`config.mk`:
```
export PLATFORM = sky130hd
export DESIGN_NAME = tao_exec
export DESIGN_NICKNAME = d
export VERILOG_FILES = /design/src/pkg/tao_pkg.sv /design/src/logic/tao_exec.sv
export SDC_FILE = /design/constraint.sdc
export NUM_CORES = 1
export LEC_CHECK = 0
export ABC_AREA = 1
export BUFFER_PORTS_ARGS = -buffer_cell sky130_fd_sc_hd__buf_2
export CORE_ASPECT_RATIO = 1.4
export CORE_MARGIN = 3
export CORE_UTILIZATION = 45
export CTS_CLUSTER_DIAMETER = 100
export DETAILED_ROUTE_END_ITERATION = 12
export PLACE_DENSITY_LB_ADDON = 0.1
export SLEW_MARGIN = 30
export SYNTH_ARGS = -nofsm -noshare
export SYNTH_HDL_FRONTEND = slang
export SYNTH_SLANG_ARGS = --single-unit
```
`constraint.sdc`:
```
create_clock -name CLK -period 8.4 [get_ports CLK]
set_clock_uncertainty 0.1 [all_clocks]
set_input_delay 0.42 -clock CLK [delete_from_list [all_inputs] [get_ports CLK]]
set_output_delay 0.42 -clock CLK [all_outputs]
set_load 0.02 [all_outputs]
```
`src/pkg/tao_pkg.sv`:
```
`default_nettype none
package tao_pkg;
  // Opcodes
  localparam logic [7:0] TABLE_OPC = 8'h48;
  localparam logic [7:0] ADD_PREFIX = 8'h60;
  // Second byte: bit 7 chooses the accumulator as destination,
  // bits 6..3 choose the operation, bits 2..0 the operand register
  localparam int DIR_BIT = 7;
  localparam int OP_MSB = 6;
  localparam int OP_LSB = 3;
  localparam int SEL_MSB = 2;
  localparam logic [3:0] OP_PLAIN = 4'h8;
  localparam logic [3:0] OP_CARRY = 4'hA;
  localparam logic [3:0] OP_SKIP_NC = 4'h4;
  // Operand register indices
  localparam logic [2:0] IDX_PAGE_HIGH = 3'h0;
  localparam logic [2:0] IDX_ACC = 3'h1;
  localparam logic [2:0] IDX_PAIR1_HIGH = 3'h2;
  localparam logic [2:0] IDX_PAIR1_LOW = 3'h3;
  localparam logic [2:0] IDX_PAIR2_HIGH = 3'h4;
  localparam logic [2:0] IDX_PAIR2_LOW = 3'h5;
  localparam logic [2:0] IDX_PAIR3_HIGH = 3'h6;
  localparam logic [2:0] IDX_PAIR3_LOW = 3'h7;
  // Table base lies this far past the instruction's own address
  localparam logic [15:0] TABLE_PC_OFS = 16'h0003;
  // Instruction lengths in machine states, one state per CLK cycle
  localparam logic [4:0] TABLE_STATES = 5'h11;
  localparam logic [4:0] ADD_STATES = 5'h08;
  localparam logic [4:0] SKIP_STATES = 5'h04;
  // Table read schedule, as state counts
  localparam logic [4:0] TBL_RD_HI = 5'h00;
  localparam logic [4:0] TBL_CAP_LO = 5'h01;
  localparam logic [4:0] TBL_CAP_HI = 5'h02;
  // Flag load word layout
  localparam int FW_ZERO = 5;
  localparam int FW_SKIP = 4;
  localparam int FW_HALF = 3;
  localparam int FW_CHAIN_A = 2;
  localparam int FW_CHAIN_HL = 1;
  localparam int FW_CARRY = 0;
  // Reset values
  localparam logic [7:0] REG_RESET = 8'h00;
  localparam logic [15:0] ADDR_RESET = 16'h0000;

  typedef enum logic [1:0] {
    ST_IDLE = 2'b00,
    ST_ADD = 2'b01,
    ST_TBL = 2'b11,
    ST_SKIP = 2'b10
  } tao_state_t;
endpackage : tao_pkg
`default_nettype wire

```
`src/logic/tao_exec.sv`:
```
// Operation
// RULE_01 - Table pick-up loads pair1 from PC+3+A low byte first and clears skip and chain flags.
// RULE_02 - Table pick-up is a two-byte instruction lasting 17 machine states.
// RULE_03 - All register add instructions begin with the common first byte 01100000.
// RULE_04 - The low three bits of the second byte pick one of eight operand registers.
// RULE_05 - Every register add form is two bytes long and lasts 8 machine states.
// RULE_06 - Plain add to A puts A plus register in A and sets flags, clearing skip and chains.
// RULE_07 - Plain add to a register stores register plus A there, flags as for the A form.
// RULE_08 - Add with carry to A stores register plus A plus carry in A and sets the flags.
// RULE_09 - Add with carry to a register stores register plus A plus carry in that register.
// RULE_10 - Skip-on-no-carry add to A stores the sum in A and sets skip when no carry came out.
// RULE_11 - Skip-on-no-carry add to a register stores the sum there, skipping on no carry.
// RULE_12 - Both skip-on-no-carry forms set the arithmetic flags and clear both chain flags.
// RULE_13 - Zero marks a zero result, half carry a carry from bit 3, carry a carry from bit 7.
// RULE_14 - With skip set, the next instruction is fetched and discarded, then skip clears.
`default_nettype none
module tao_exec
  import tao_pkg::*;
(
  input wire logic CLK,
  input wire logic RSTN,
  input wire logic START,
  input wire logic [7:0] OPC1,
  input wire logic [7:0] OPC2,
  input wire logic [15:0] PC,
  input wire logic LOAD_EN,
  input wire logic [2:0] LOAD_SEL,
  input wire logic [7:0] LOAD_DATA,
  input wire logic FLAG_WR,
  input wire logic [5:0] FLAG_WDATA,
  input wire logic [7:0] MEM_RDATA,
  output logic MEM_RD,
  output logic [15:0] MEM_ADDR,
  output logic BUSY,
  output logic DONE,
  output logic BAD_OP,
  output logic SKIPPED,
  output logic [7:0] REG_PAGE_HIGH,
  output logic [7:0] REG_ACC,
  output logic [7:0] REG_PAIR1_HIGH,
  output logic [7:0] REG_PAIR1_LOW,
  output logic [7:0] REG_PAIR2_HIGH,
  output logic [7:0] REG_PAIR2_LOW,
  output logic [7:0] REG_PAIR3_HIGH,
  output logic [7:0] REG_PAIR3_LOW,
  output logic ZERO_FLAG,
  output logic SKIP_FLAG,
  output logic HALF_CARRY_FLAG,
  output logic CARRY_FLAG,
  output logic CHAIN_A_FLAG,
  output logic CHAIN_HL_FLAG
);

  // Returns {half carry, carry, sum}
  function automatic logic [9:0] tao_add8(
    input logic [7:0] x,
    input logic [7:0] y,
    input logic cin
  );
    logic [4:0] lo;
    logic [8:0] full;
    lo = {1'b0, x[3:0]} + {1'b0, y[3:0]} + {4'h0, cin};
    full = {1'b0, x} + {1'b0, y} + {8'h00, cin};
    return {lo[4], full};
  endfunction : tao_add8

  tao_state_t state_q;
  logic [4:0] cnt_q;
  logic [7:0] regs_q [0:7];
  logic [3:0] op_q;
  logic to_acc_q;
  logic [2:0] sel_q;
  logic [7:0] tbl_lo_q;
  logic [7:0] tbl_hi_q;
  logic zero_q;
  logic skip_q;
  logic half_q;
  logic carry_q;
  logic chain_a_q;
  logic chain_hl_q;
  logic busy_q;
  logic done_q;
  logic bad_q;
  logic skipped_q;
  logic mem_rd_q;
  logic [15:0] mem_addr_q;

  logic idle_start;
  logic op_ok;
  logic add_end;
  logic tbl_end;
  logic skip_end;
  logic [7:0] operand;
  logic [9:0] add_res;
  logic [7:0] sum8;
  logic cin;

  assign idle_start = (state_q == ST_IDLE) && START;

  // Prefix and operation decode
  always_comb begin
    op_ok = 1'b0;
    if (OPC1 == ADD_PREFIX) begin
      if (OPC2[OP_MSB:OP_LSB] == OP_PLAIN) begin
        op_ok = 1'b1;
      end else if (OPC2[OP_MSB:OP_LSB] == OP_CARRY) begin
        op_ok = 1'b1;
      end else if (OPC2[OP_MSB:OP_LSB] == OP_SKIP_NC) begin
        op_ok = 1'b1;
      end
    end
  end

  // RULE_05 add length
  assign add_end = (state_q == ST_ADD) && (cnt_q == ADD_STATES - 5'h01);
  // RULE_02 table length
  assign tbl_end = (state_q == ST_TBL) && (cnt_q == TABLE_STATES - 5'h01);
  assign skip_end = (state_q == ST_SKIP) && (cnt_q == SKIP_STATES - 5'h01);

  // RULE_04 operand select
  assign operand = regs_q[sel_q];
  // RULE_08 carry input
  assign cin = (op_q == OP_CARRY) ? carry_q : 1'b0;
  // RULE_13 flag sources
  assign add_res = tao_add8(operand, regs_q[IDX_ACC], cin);
  assign sum8 = add_res[7:0];

  // Sequencer
  always_ff @(posedge CLK or negedge RSTN) begin
    if (!RSTN) begin
      state_q <= ST_IDLE;
      cnt_q <= 5'h00;
    end else begin
      case (state_q)
        ST_IDLE: begin
          cnt_q <= 5'h00;
          if (START) begin
            // RULE_14 discard next instruction
            if (skip_q) begin
              state_q <= ST_SKIP;
            end else if (OPC1 == TABLE_OPC) begin
              state_q <= ST_TBL;
            // RULE_03 common prefix
            end else if (op_ok) begin
              state_q <= ST_ADD;
            end
          end
        end
        ST_ADD: begin
          cnt_q <= cnt_q + 5'h01;
          if (add_end) begin
            state_q <= ST_IDLE;
          end
        end
        ST_TBL: begin
          cnt_q <= cnt_q + 5'h01;
          if (tbl_end) begin
            state_q <= ST_IDLE;
          end
        end
        ST_SKIP: begin
          cnt_q <= cnt_q + 5'h01;
          if (skip_end) begin
            state_q <= ST_IDLE;
          end
        end
        default: begin
          state_q <= ST_IDLE;
        end
      endcase
    end
  end

  // Latched decode, so OPC2 need only be valid with START
  always_ff @(posedge CLK or negedge RSTN) begin
    if (!RSTN) begin
      op_q <= 4'h0;
      to_acc_q <= 1'b0;
      sel_q <= 3'h0;
    end else if (idle_start) begin
      op_q <= OPC2[OP_MSB:OP_LSB];
      to_acc_q <= OPC2[DIR_BIT];
      sel_q <= OPC2[SEL_MSB:0];
    end
  end

  // Table reads: one-cycle synchronous memory
  always_ff @(posedge CLK or negedge RSTN) begin
    if (!RSTN) begin
      mem_rd_q <= 1'b0;
      mem_addr_q <= ADDR_RESET;
      tbl_lo_q <= REG_RESET;
      tbl_hi_q <= REG_RESET;
    end else begin
      mem_rd_q <= 1'b0;
      if (idle_start && !skip_q && OPC1 == TABLE_OPC) begin
        // RULE_01 table address
        mem_rd_q <= 1'b1;
        mem_addr_q <= PC + TABLE_PC_OFS + {8'h00, regs_q[IDX_ACC]};
      end else if (state_q == ST_TBL && cnt_q == TBL_RD_HI) begin
        mem_rd_q <= 1'b1;
        mem_addr_q <= mem_addr_q + 16'h0001;
      end
      if (state_q == ST_TBL && cnt_q == TBL_CAP_LO) begin
        tbl_lo_q <= MEM_RDATA;
      end
      if (state_q == ST_TBL && cnt_q == TBL_CAP_HI) begin
        tbl_hi_q <= MEM_RDATA;
      end
    end
  end

  // Register file; results land on the last state so a stalled
  // instruction never leaves half-written state behind
  always_ff @(posedge CLK or negedge RSTN) begin
    if (!RSTN) begin
      for (int i = 0; i < 8; i++) begin
        regs_q[i] <= REG_RESET;
      end
    end else if (add_end) begin
      // RULE_06 RULE_08 RULE_10 accumulator result
      if (to_acc_q) begin
        regs_q[IDX_ACC] <= sum8;
      // RULE_07 RULE_09 RULE_11 register result
      end else begin
        regs_q[sel_q] <= sum8;
      end
    end else if (tbl_end) begin
      // RULE_01 pair1 load
      regs_q[IDX_PAIR1_LOW] <= tbl_lo_q;
      regs_q[IDX_PAIR1_HIGH] <= tbl_hi_q;
    end else if (state_q == ST_IDLE && LOAD_EN) begin
      regs_q[LOAD_SEL] <= LOAD_DATA;
    end
  end

  // Flags
  always_ff @(posedge CLK or negedge RSTN) begin
    if (!RSTN) begin
      zero_q <= 1'b0;
      skip_q <= 1'b0;
      half_q <= 1'b0;
      carry_q <= 1'b0;
      chain_a_q <= 1'b0;
      chain_hl_q <= 1'b0;
    end else if (add_end) begin
      // RULE_13 arithmetic flags
      zero_q <= (sum8 == 8'h00);
      half_q <= add_res[9];
      carry_q <= add_res[8];
      // RULE_10 RULE_11 skip on no carry
      skip_q <= (op_q == OP_SKIP_NC) && !add_res[8];
      // RULE_06 RULE_12 chain flags
      chain_a_q <= 1'b0;
      chain_hl_q <= 1'b0;
    end else if (tbl_end) begin
      // RULE_01 flag clear
      skip_q <= 1'b0;
      chain_a_q <= 1'b0;
      chain_hl_q <= 1'b0;
    end else if (skip_end) begin
      // RULE_14 skip consumed
      skip_q <= 1'b0;
    end else if (state_q == ST_IDLE && !START && FLAG_WR) begin
      zero_q <= FLAG_WDATA[FW_ZERO];
      skip_q <= FLAG_WDATA[FW_SKIP];
      half_q <= FLAG_WDATA[FW_HALF];
      chain_a_q <= FLAG_WDATA[FW_CHAIN_A];
      chain_hl_q <= FLAG_WDATA[FW_CHAIN_HL];
      carry_q <= FLAG_WDATA[FW_CARRY];
    end
  end

  // Status
  always_ff @(posedge CLK or negedge RSTN) begin
    if (!RSTN) begin
      busy_q <= 1'b0;
      done_q <= 1'b0;
      bad_q <= 1'b0;
      skipped_q <= 1'b0;
    end else begin
      done_q <= add_end || tbl_end || skip_end;
      skipped_q <= skip_end;
      // Unknown opcodes retire at once and change nothing
      bad_q <= idle_start && !skip_q && OPC1 != TABLE_OPC && !op_ok;
      if (idle_start) begin
        busy_q <= skip_q || OPC1 == TABLE_OPC || op_ok;
      end else if (add_end || tbl_end || skip_end) begin
        busy_q <= 1'b0;
      end
    end
  end

  assign MEM_RD = mem_rd_q;
  assign MEM_ADDR = mem_addr_q;
  assign BUSY = busy_q;
  assign DONE = done_q;
  assign BAD_OP = bad_q;
  assign SKIPPED = skipped_q;
  assign REG_PAGE_HIGH = regs_q[IDX_PAGE_HIGH];
  assign REG_ACC = regs_q[IDX_ACC];
  assign REG_PAIR1_HIGH = regs_q[IDX_PAIR1_HIGH];
  assign REG_PAIR1_LOW = regs_q[IDX_PAIR1_LOW];
  assign REG_PAIR2_HIGH = regs_q[IDX_PAIR2_HIGH];
  assign REG_PAIR2_LOW = regs_q[IDX_PAIR2_LOW];
  assign REG_PAIR3_HIGH = regs_q[IDX_PAIR3_HIGH];
  assign REG_PAIR3_LOW = regs_q[IDX_PAIR3_LOW];
  assign ZERO_FLAG = zero_q;
  assign SKIP_FLAG = skip_q;
  assign HALF_CARRY_FLAG = half_q;
  assign CARRY_FLAG = carry_q;
  assign CHAIN_A_FLAG = chain_a_q;
  assign CHAIN_HL_FLAG = chain_hl_q;

endmodule : tao_exec
`default_nettype wire

```
* Word level (Yosys, flattened, before mapping)
Cells that the tools add are included.
** Storage, ports and cells
- Output and inout port bits :: 91
- Word-level logic and storage cells :: 169
- Register bits :: 122
- Input port bits :: 62
** Cells by class
- Bitwise operators :: 2
- Muxes and demuxes :: 61
- Order comparisons :: 4
- $add $sub $neg :: 8
- Eq/ne operators :: 25
- Reduce and logical (&&, ||, !) cells :: 42
** Operator list (count)
- bitwise mux 64 bit :: 2
- 2-to-1 mux 64 bit :: 2
- 2-to-1 mux 16 bit :: 4
- demux 8 bit (select 3 bit) :: 2
- 2-to-1 mux 48 bit :: 1
- 2-to-1 mux 8 bit :: 6
- 2-to-1 mux 1 bit :: 33
- 2-to-1 mux 32 bit :: 1
- binary-select mux 8 bit (select 3 bit) :: 1
- logical AND 1 bit :: 17
- adder 16 x 1 -> 16 bit (second input constant) :: 1
- adder 16 x 2 -> 16 bit (second input constant) :: 1
- adder 16 x 8 -> 16 bit :: 1
- == test 8 x 7 -> 1 bit (second input constant) :: 2
- 2-to-1 mux 2 bit :: 7
- != test 2 bit (second input constant) :: 7
- == test 4 bit (second input constant) :: 3
- == test 5 x 2 -> 1 bit (second input constant) :: 2
- case mux 5 bit (2 select lines) :: 1
- adder 8 x 8 -> 9 bit :: 1
- adder 9 x 1 -> 9 bit :: 1
- == test 4 x 3 -> 1 bit (second input constant) :: 2
- greater-or-equal comparator 4 bit (second input constant) :: 2
- zero test 8 bit :: 1
- other kinds (25) :: 41

* Depth between registers and ports, before layout
- Depth in word-level cells :: 10
- Gate-level depth with buffers :: 19
- Mapped depth without buffers :: 19

* Worst setup path after synthesis
OpenSTA, ideal clock, no wires.
- Path kind :: register to register
- Start point :: register sel_q[2]
- End point :: register zero_q (netlist: ZERO_FLAG)
- Buffers on the path :: 1
- Cell stages (with the launch flop) :: 19
- Required time :: 8223 ps
- Arrival :: 2716 ps
- Clock period less this slack :: 2893 ps
- Library setup time :: 77 ps
- Setup slack :: 5507 ps
- Path through :: dfrtp_1 -> buf_2 -> nor3_2 -> inv_1 -> o22ai_1 -> nor2_1 -> o2111ai_1 -> fa_1 -> inv_1 -> fa_1 -> inv_1 -> nand3_1 -> nand2_1 -> nand2_1 -> nand2_1 -> nand3_1 -> nor2_1 -> nand3_1 -> a21oi_1
** On the way
- Longest elaborated chain between the ends :: 8
** Ends and longest elaborated chain
- from (decl) :: line tao_exec.sv:72 : logic [2:0] sel_q;
- from (signal assigned) :: line tao_exec.sv:183 : sel_q <= OPC2[SEL_MSB:0];
- NOT 3 -> 4 bit (implied by the code) :: line tao_exec.sv:121 : assign operand = regs_q[sel_q];
- binary-select mux 8 bit (select 3 bit) :: line tao_exec.sv:121
- 2-to-1 mux 8 bit (implied by the code) (2 in a row) :: line tao_exec.sv:121
- adder 8 x 8 -> 9 bit :: line tao_exec.sv:63 : full = {1'b0, x} + {1'b0, y} + {8'h00, cin};
- adder 9 x 1 -> 9 bit :: line tao_exec.sv:63
- zero test 8 bit :: line tao_exec.sv:248 : zero_q <= (sum8 == 8'h00);
- 2-to-1 mux 1 bit :: line tao_exec.sv:246 : end else if (add_end) begin
- to (signal assigned) :: line tao_exec.sv:248
- to (signal assigned) :: line tao_exec.sv:265 : zero_q <= FLAG_WDATA[FW_ZERO];
- to (decl) :: line tao_exec.sv:75 : logic zero_q;
No other way between the ends. The select of a mux whose other input is x is not followed.
A chain may end at the register's enable or synchronous reset.

* Worst setup path in the final report
Same ends and word-level chain as after synthesis.

==> metrics <==
fin nets=1347; Die Ht=163.5 microns; GRT overflow=0; DIE AREA=19360 sq um; CTS tree=yes; CTS Buf Count=17; maximum VDD drop=0.1749 mV; Initial Util=46.61%; vias in the first global route=8154; final worst path period need=3.715 ns; area delta synth->final=18.73%; Slew headroom=47.44%; CTS clk-pin slew, worst paths=0.06 ns; hold_sp=OPC2[7]; post-route cell area=9462 sq um; Root Driver=clkbuf_16; WL per Instance=19.92 microns; metal2 WL=15390 microns; crit path capture type=flop; Post-synth top cells=nand2_1 (274), inv_1 (148), dfrtp_1 (122); Critical Path Source=sel_q[2]$_DFFE_PN0P_; first-pass GRT wire length=45540 microns; critical-path cell list=nor3_2 > inv_1 > o22ai_1 > nor2_1 > o2111ai_1 > fa_1 > inv_1 > fa_1 > inv_1 > nand3_1 > nand2_1 > nand2_1 > nand2_1 > nand3_1 > nor2_1 > nand3_1 > a21oi_1; IO Port Bufs=152; row cnt=56; RSZ-0062 raised after global routing=false; max incr delay on CP=0.49 ns; slew of the pin with the lowest slew margin=0.7859 ns; routed length on met3=2090 microns; # DRC=0; Iter 0 DRT Violations=605; synthesized area=7969 sq um; Cell Pwr Density=406.1 nW/um^2; Syn Nets=1190; largest net degree at the start of global routing=53; YS warnings=0; reg2reg start=sel_q[2]$_DFFE_PN0P_; max_cap viols=0; Core Area=17100 sq um; Synth area leaders=dfrtp_1 (38%), nand2_1 (13%), inv_1 (7.0%), o21ai_0 (5.8%), nor2_1 (5.7%); DP HPWL=23250 microns; Yosys top cell area share=38.31%; H-tree depth=4; layout cells sized above 1=17.92%; Antenna Cells=0; Distinct cells, synth=49; status=finished clean; CP max FO=9; Achievable Freq=0.2692 GHz; largest area contributor in the netlist=dfrtp_1; # IOs=153; post-CTS setup repair buffer count=0; async set or reset register ratio after synthesis=100.0%; placed cell area=8904 sq um; DR vias=8279; Cells after Synth=1097; fill count=1808; Critical Path AT=3.95 ns; most common cell in the netlist=nand2_1; antenna-violating nets left=0; Critical Path Slowest Stage Cell=dfrtp_1; worst hold path class=primary input to flop; vias per cell=5.523; Final Hold Viols=0; die width=118.5 microns; setup total negative slack=0 ns; Slew Viols, Final=0; Final Setup Violations=0; #FFs+latches synth=122; Final period util=44.22%; P_leak=4.846 nW; WS Path Type=flop to flop; syn avg cell area=7.264 sq um; top sig layer=met4; register area share after synthesis=38.31%; crit path launch type=flop; EDFF count, synth=0; DR pass1 iterations=5; Clock Path Buffers=2; Routed met1 length=11000 microns; RD Place Congestion=1.029; TritonCTS Sinks=122; initial antenna violation count=0; Most used DFF post-synth=dfrtp_1; GRT Overall Usage=30.89%; Worst-Skew Late Latency=0.42 ns; final WL=29870 microns; Data required, critical path=8.64 ns
[flip-flops by register name (all words and copies together) (netlist names), 2 cells and up]
| register | flops |
|---|---|
| REG_PAIR1_HIGH | 8 |
| REG_PAIR2_HIGH | 8 |
| REG_PAIR3_LOW | 8 |
| sel_q | 3 |
| tbl_hi_q | 8 |
| cnt_q | 5 |
| REG_PAGE_HIGH | 8 |
| REG_ACC | 8 |
| MEM_ADDR | 16 |
| REG_PAIR1_LOW | 8 |
| op_q | 4 |
| state_q | 2 |
| REG_PAIR2_LOW | 8 |
| tbl_lo_q | 8 |
| REG_PAIR3_HIGH | 8 |
[layout by cell type (no fill, tap or decap), drive strengths merged, types with 18 or more instances in the layout]
cell type,netlist,layout
a21oi,49,49
buf,12,154
clkbuf,5,21
dfrtp,122,122
ha,28,28
inv,159,160
nand2,280,280
nand3,63,63
nand4,18,18
nor2,129,129
nor3,24,24
o21ai,105,105
o22ai,40,40
[critical path, delay by kind of cell, from the launching register on]
family / cells / cell delay (ns)
DFF: 1 / 0.49
and+or+nand+nor: 9 / 1.48
adders and majority gates: 2 / 0.67
buffers and inverters: 3 / 0.39
AOI/OAI and AO/OA: 3 / 0.51
[routing by layer]
metal  GRT usage [%]  vias to the layer above
met5               0                        -
met4           14.92                        0
met3           5.854                       79
met2           56.57                      368
met1           34.39                     3888
li1                -                     3944
[cells by family (layout without fill, tap and decap cells)]
| kind of cell | Yosys count | count (layout) | synth area share (%) |
|---|---|---|---|
| XOR/XNOR | 12 | 12 | 1.319 |
| AO/OA/AOI/OAI | 228 | 228 | 16.91 |
| AND/OR/NAND/NOR | 526 | 526 | 29.02 |
| buffers and inverters | 178 | 348 | 9.295 |
| adder cells (fa/ha/maj) | 31 | 31 | 5.150 |
| flip-flops | 122 | 122 | 38.31 |
[worst paths after layout]
check,to,slack [ns],cells past startpoint
max,ZERO_FLAG$_DFFE_PN0P_,4.69,17
min,to_acc_q$_DFFE_PN0P_,0.1,3
max reg2reg,ZERO_FLAG$_DFFE_PN0P_,4.69,17
min reg2reg,tbl_hi_q[7]$_DFFE_PN0P_,0.39,2
max in group asynchronous,tbl_lo_q[5]$_DFFE_PN0P_,6.86,3
min in group asynchronous,MEM_ADDR[2]$_DFFE_PN0P_,0.32,2
[final cells by class]
type | instances | area, sq um | area share (%)
well taps | 232 | 290.3 | 3.068
repair buffers | 155 | 788.3 | 8.331
clock inverters | 11 | 97.59 | 1.031
flip-flops and latches | 122 | 3053 | 32.27
clock buffers | 21 | 450.4 | 4.761
multi-input cells | 797 | 4175 | 44.13
inverters | 161 | 606.8 | 6.414
[power by group]
part           switching (W)  total (W)  internal [W]
Clock               0.000283   0.000696      0.000413
Combinational        0.00146    0.00205      0.000590
Sequential          0.000264    0.00109      0.000829
Total                0.00201    0.00384       0.00183
[metrics by stage]
step | utilization, % | worst slack (ns) | instances | total power, W | hold WS, ns
CTS | 55.34 | 4.757 | 1499 | 0.003815 | 0.08712
global placement | 52.08 | 4.872 | 1466 | 0.003093 | 0.2210
detailed placement | 52.08 | 4.790 | 1466 | 0.003109 | 0.2268
floorplan | - | 5.507 | 1097 | 0.002301 | 0.02441
global route | 55.34 | 4.419 | 1499 | 0.004080 | 0.1243
finish | 55.34 | 4.685 | 1499 | 0.003842 | 0.09643
[what timing repair did]
item	in CTS	in global routing
gates resized for setup	0	0
hold buffers	1	0
hold endpoints to repair	20	0
(Power assumes the default switching activity.)
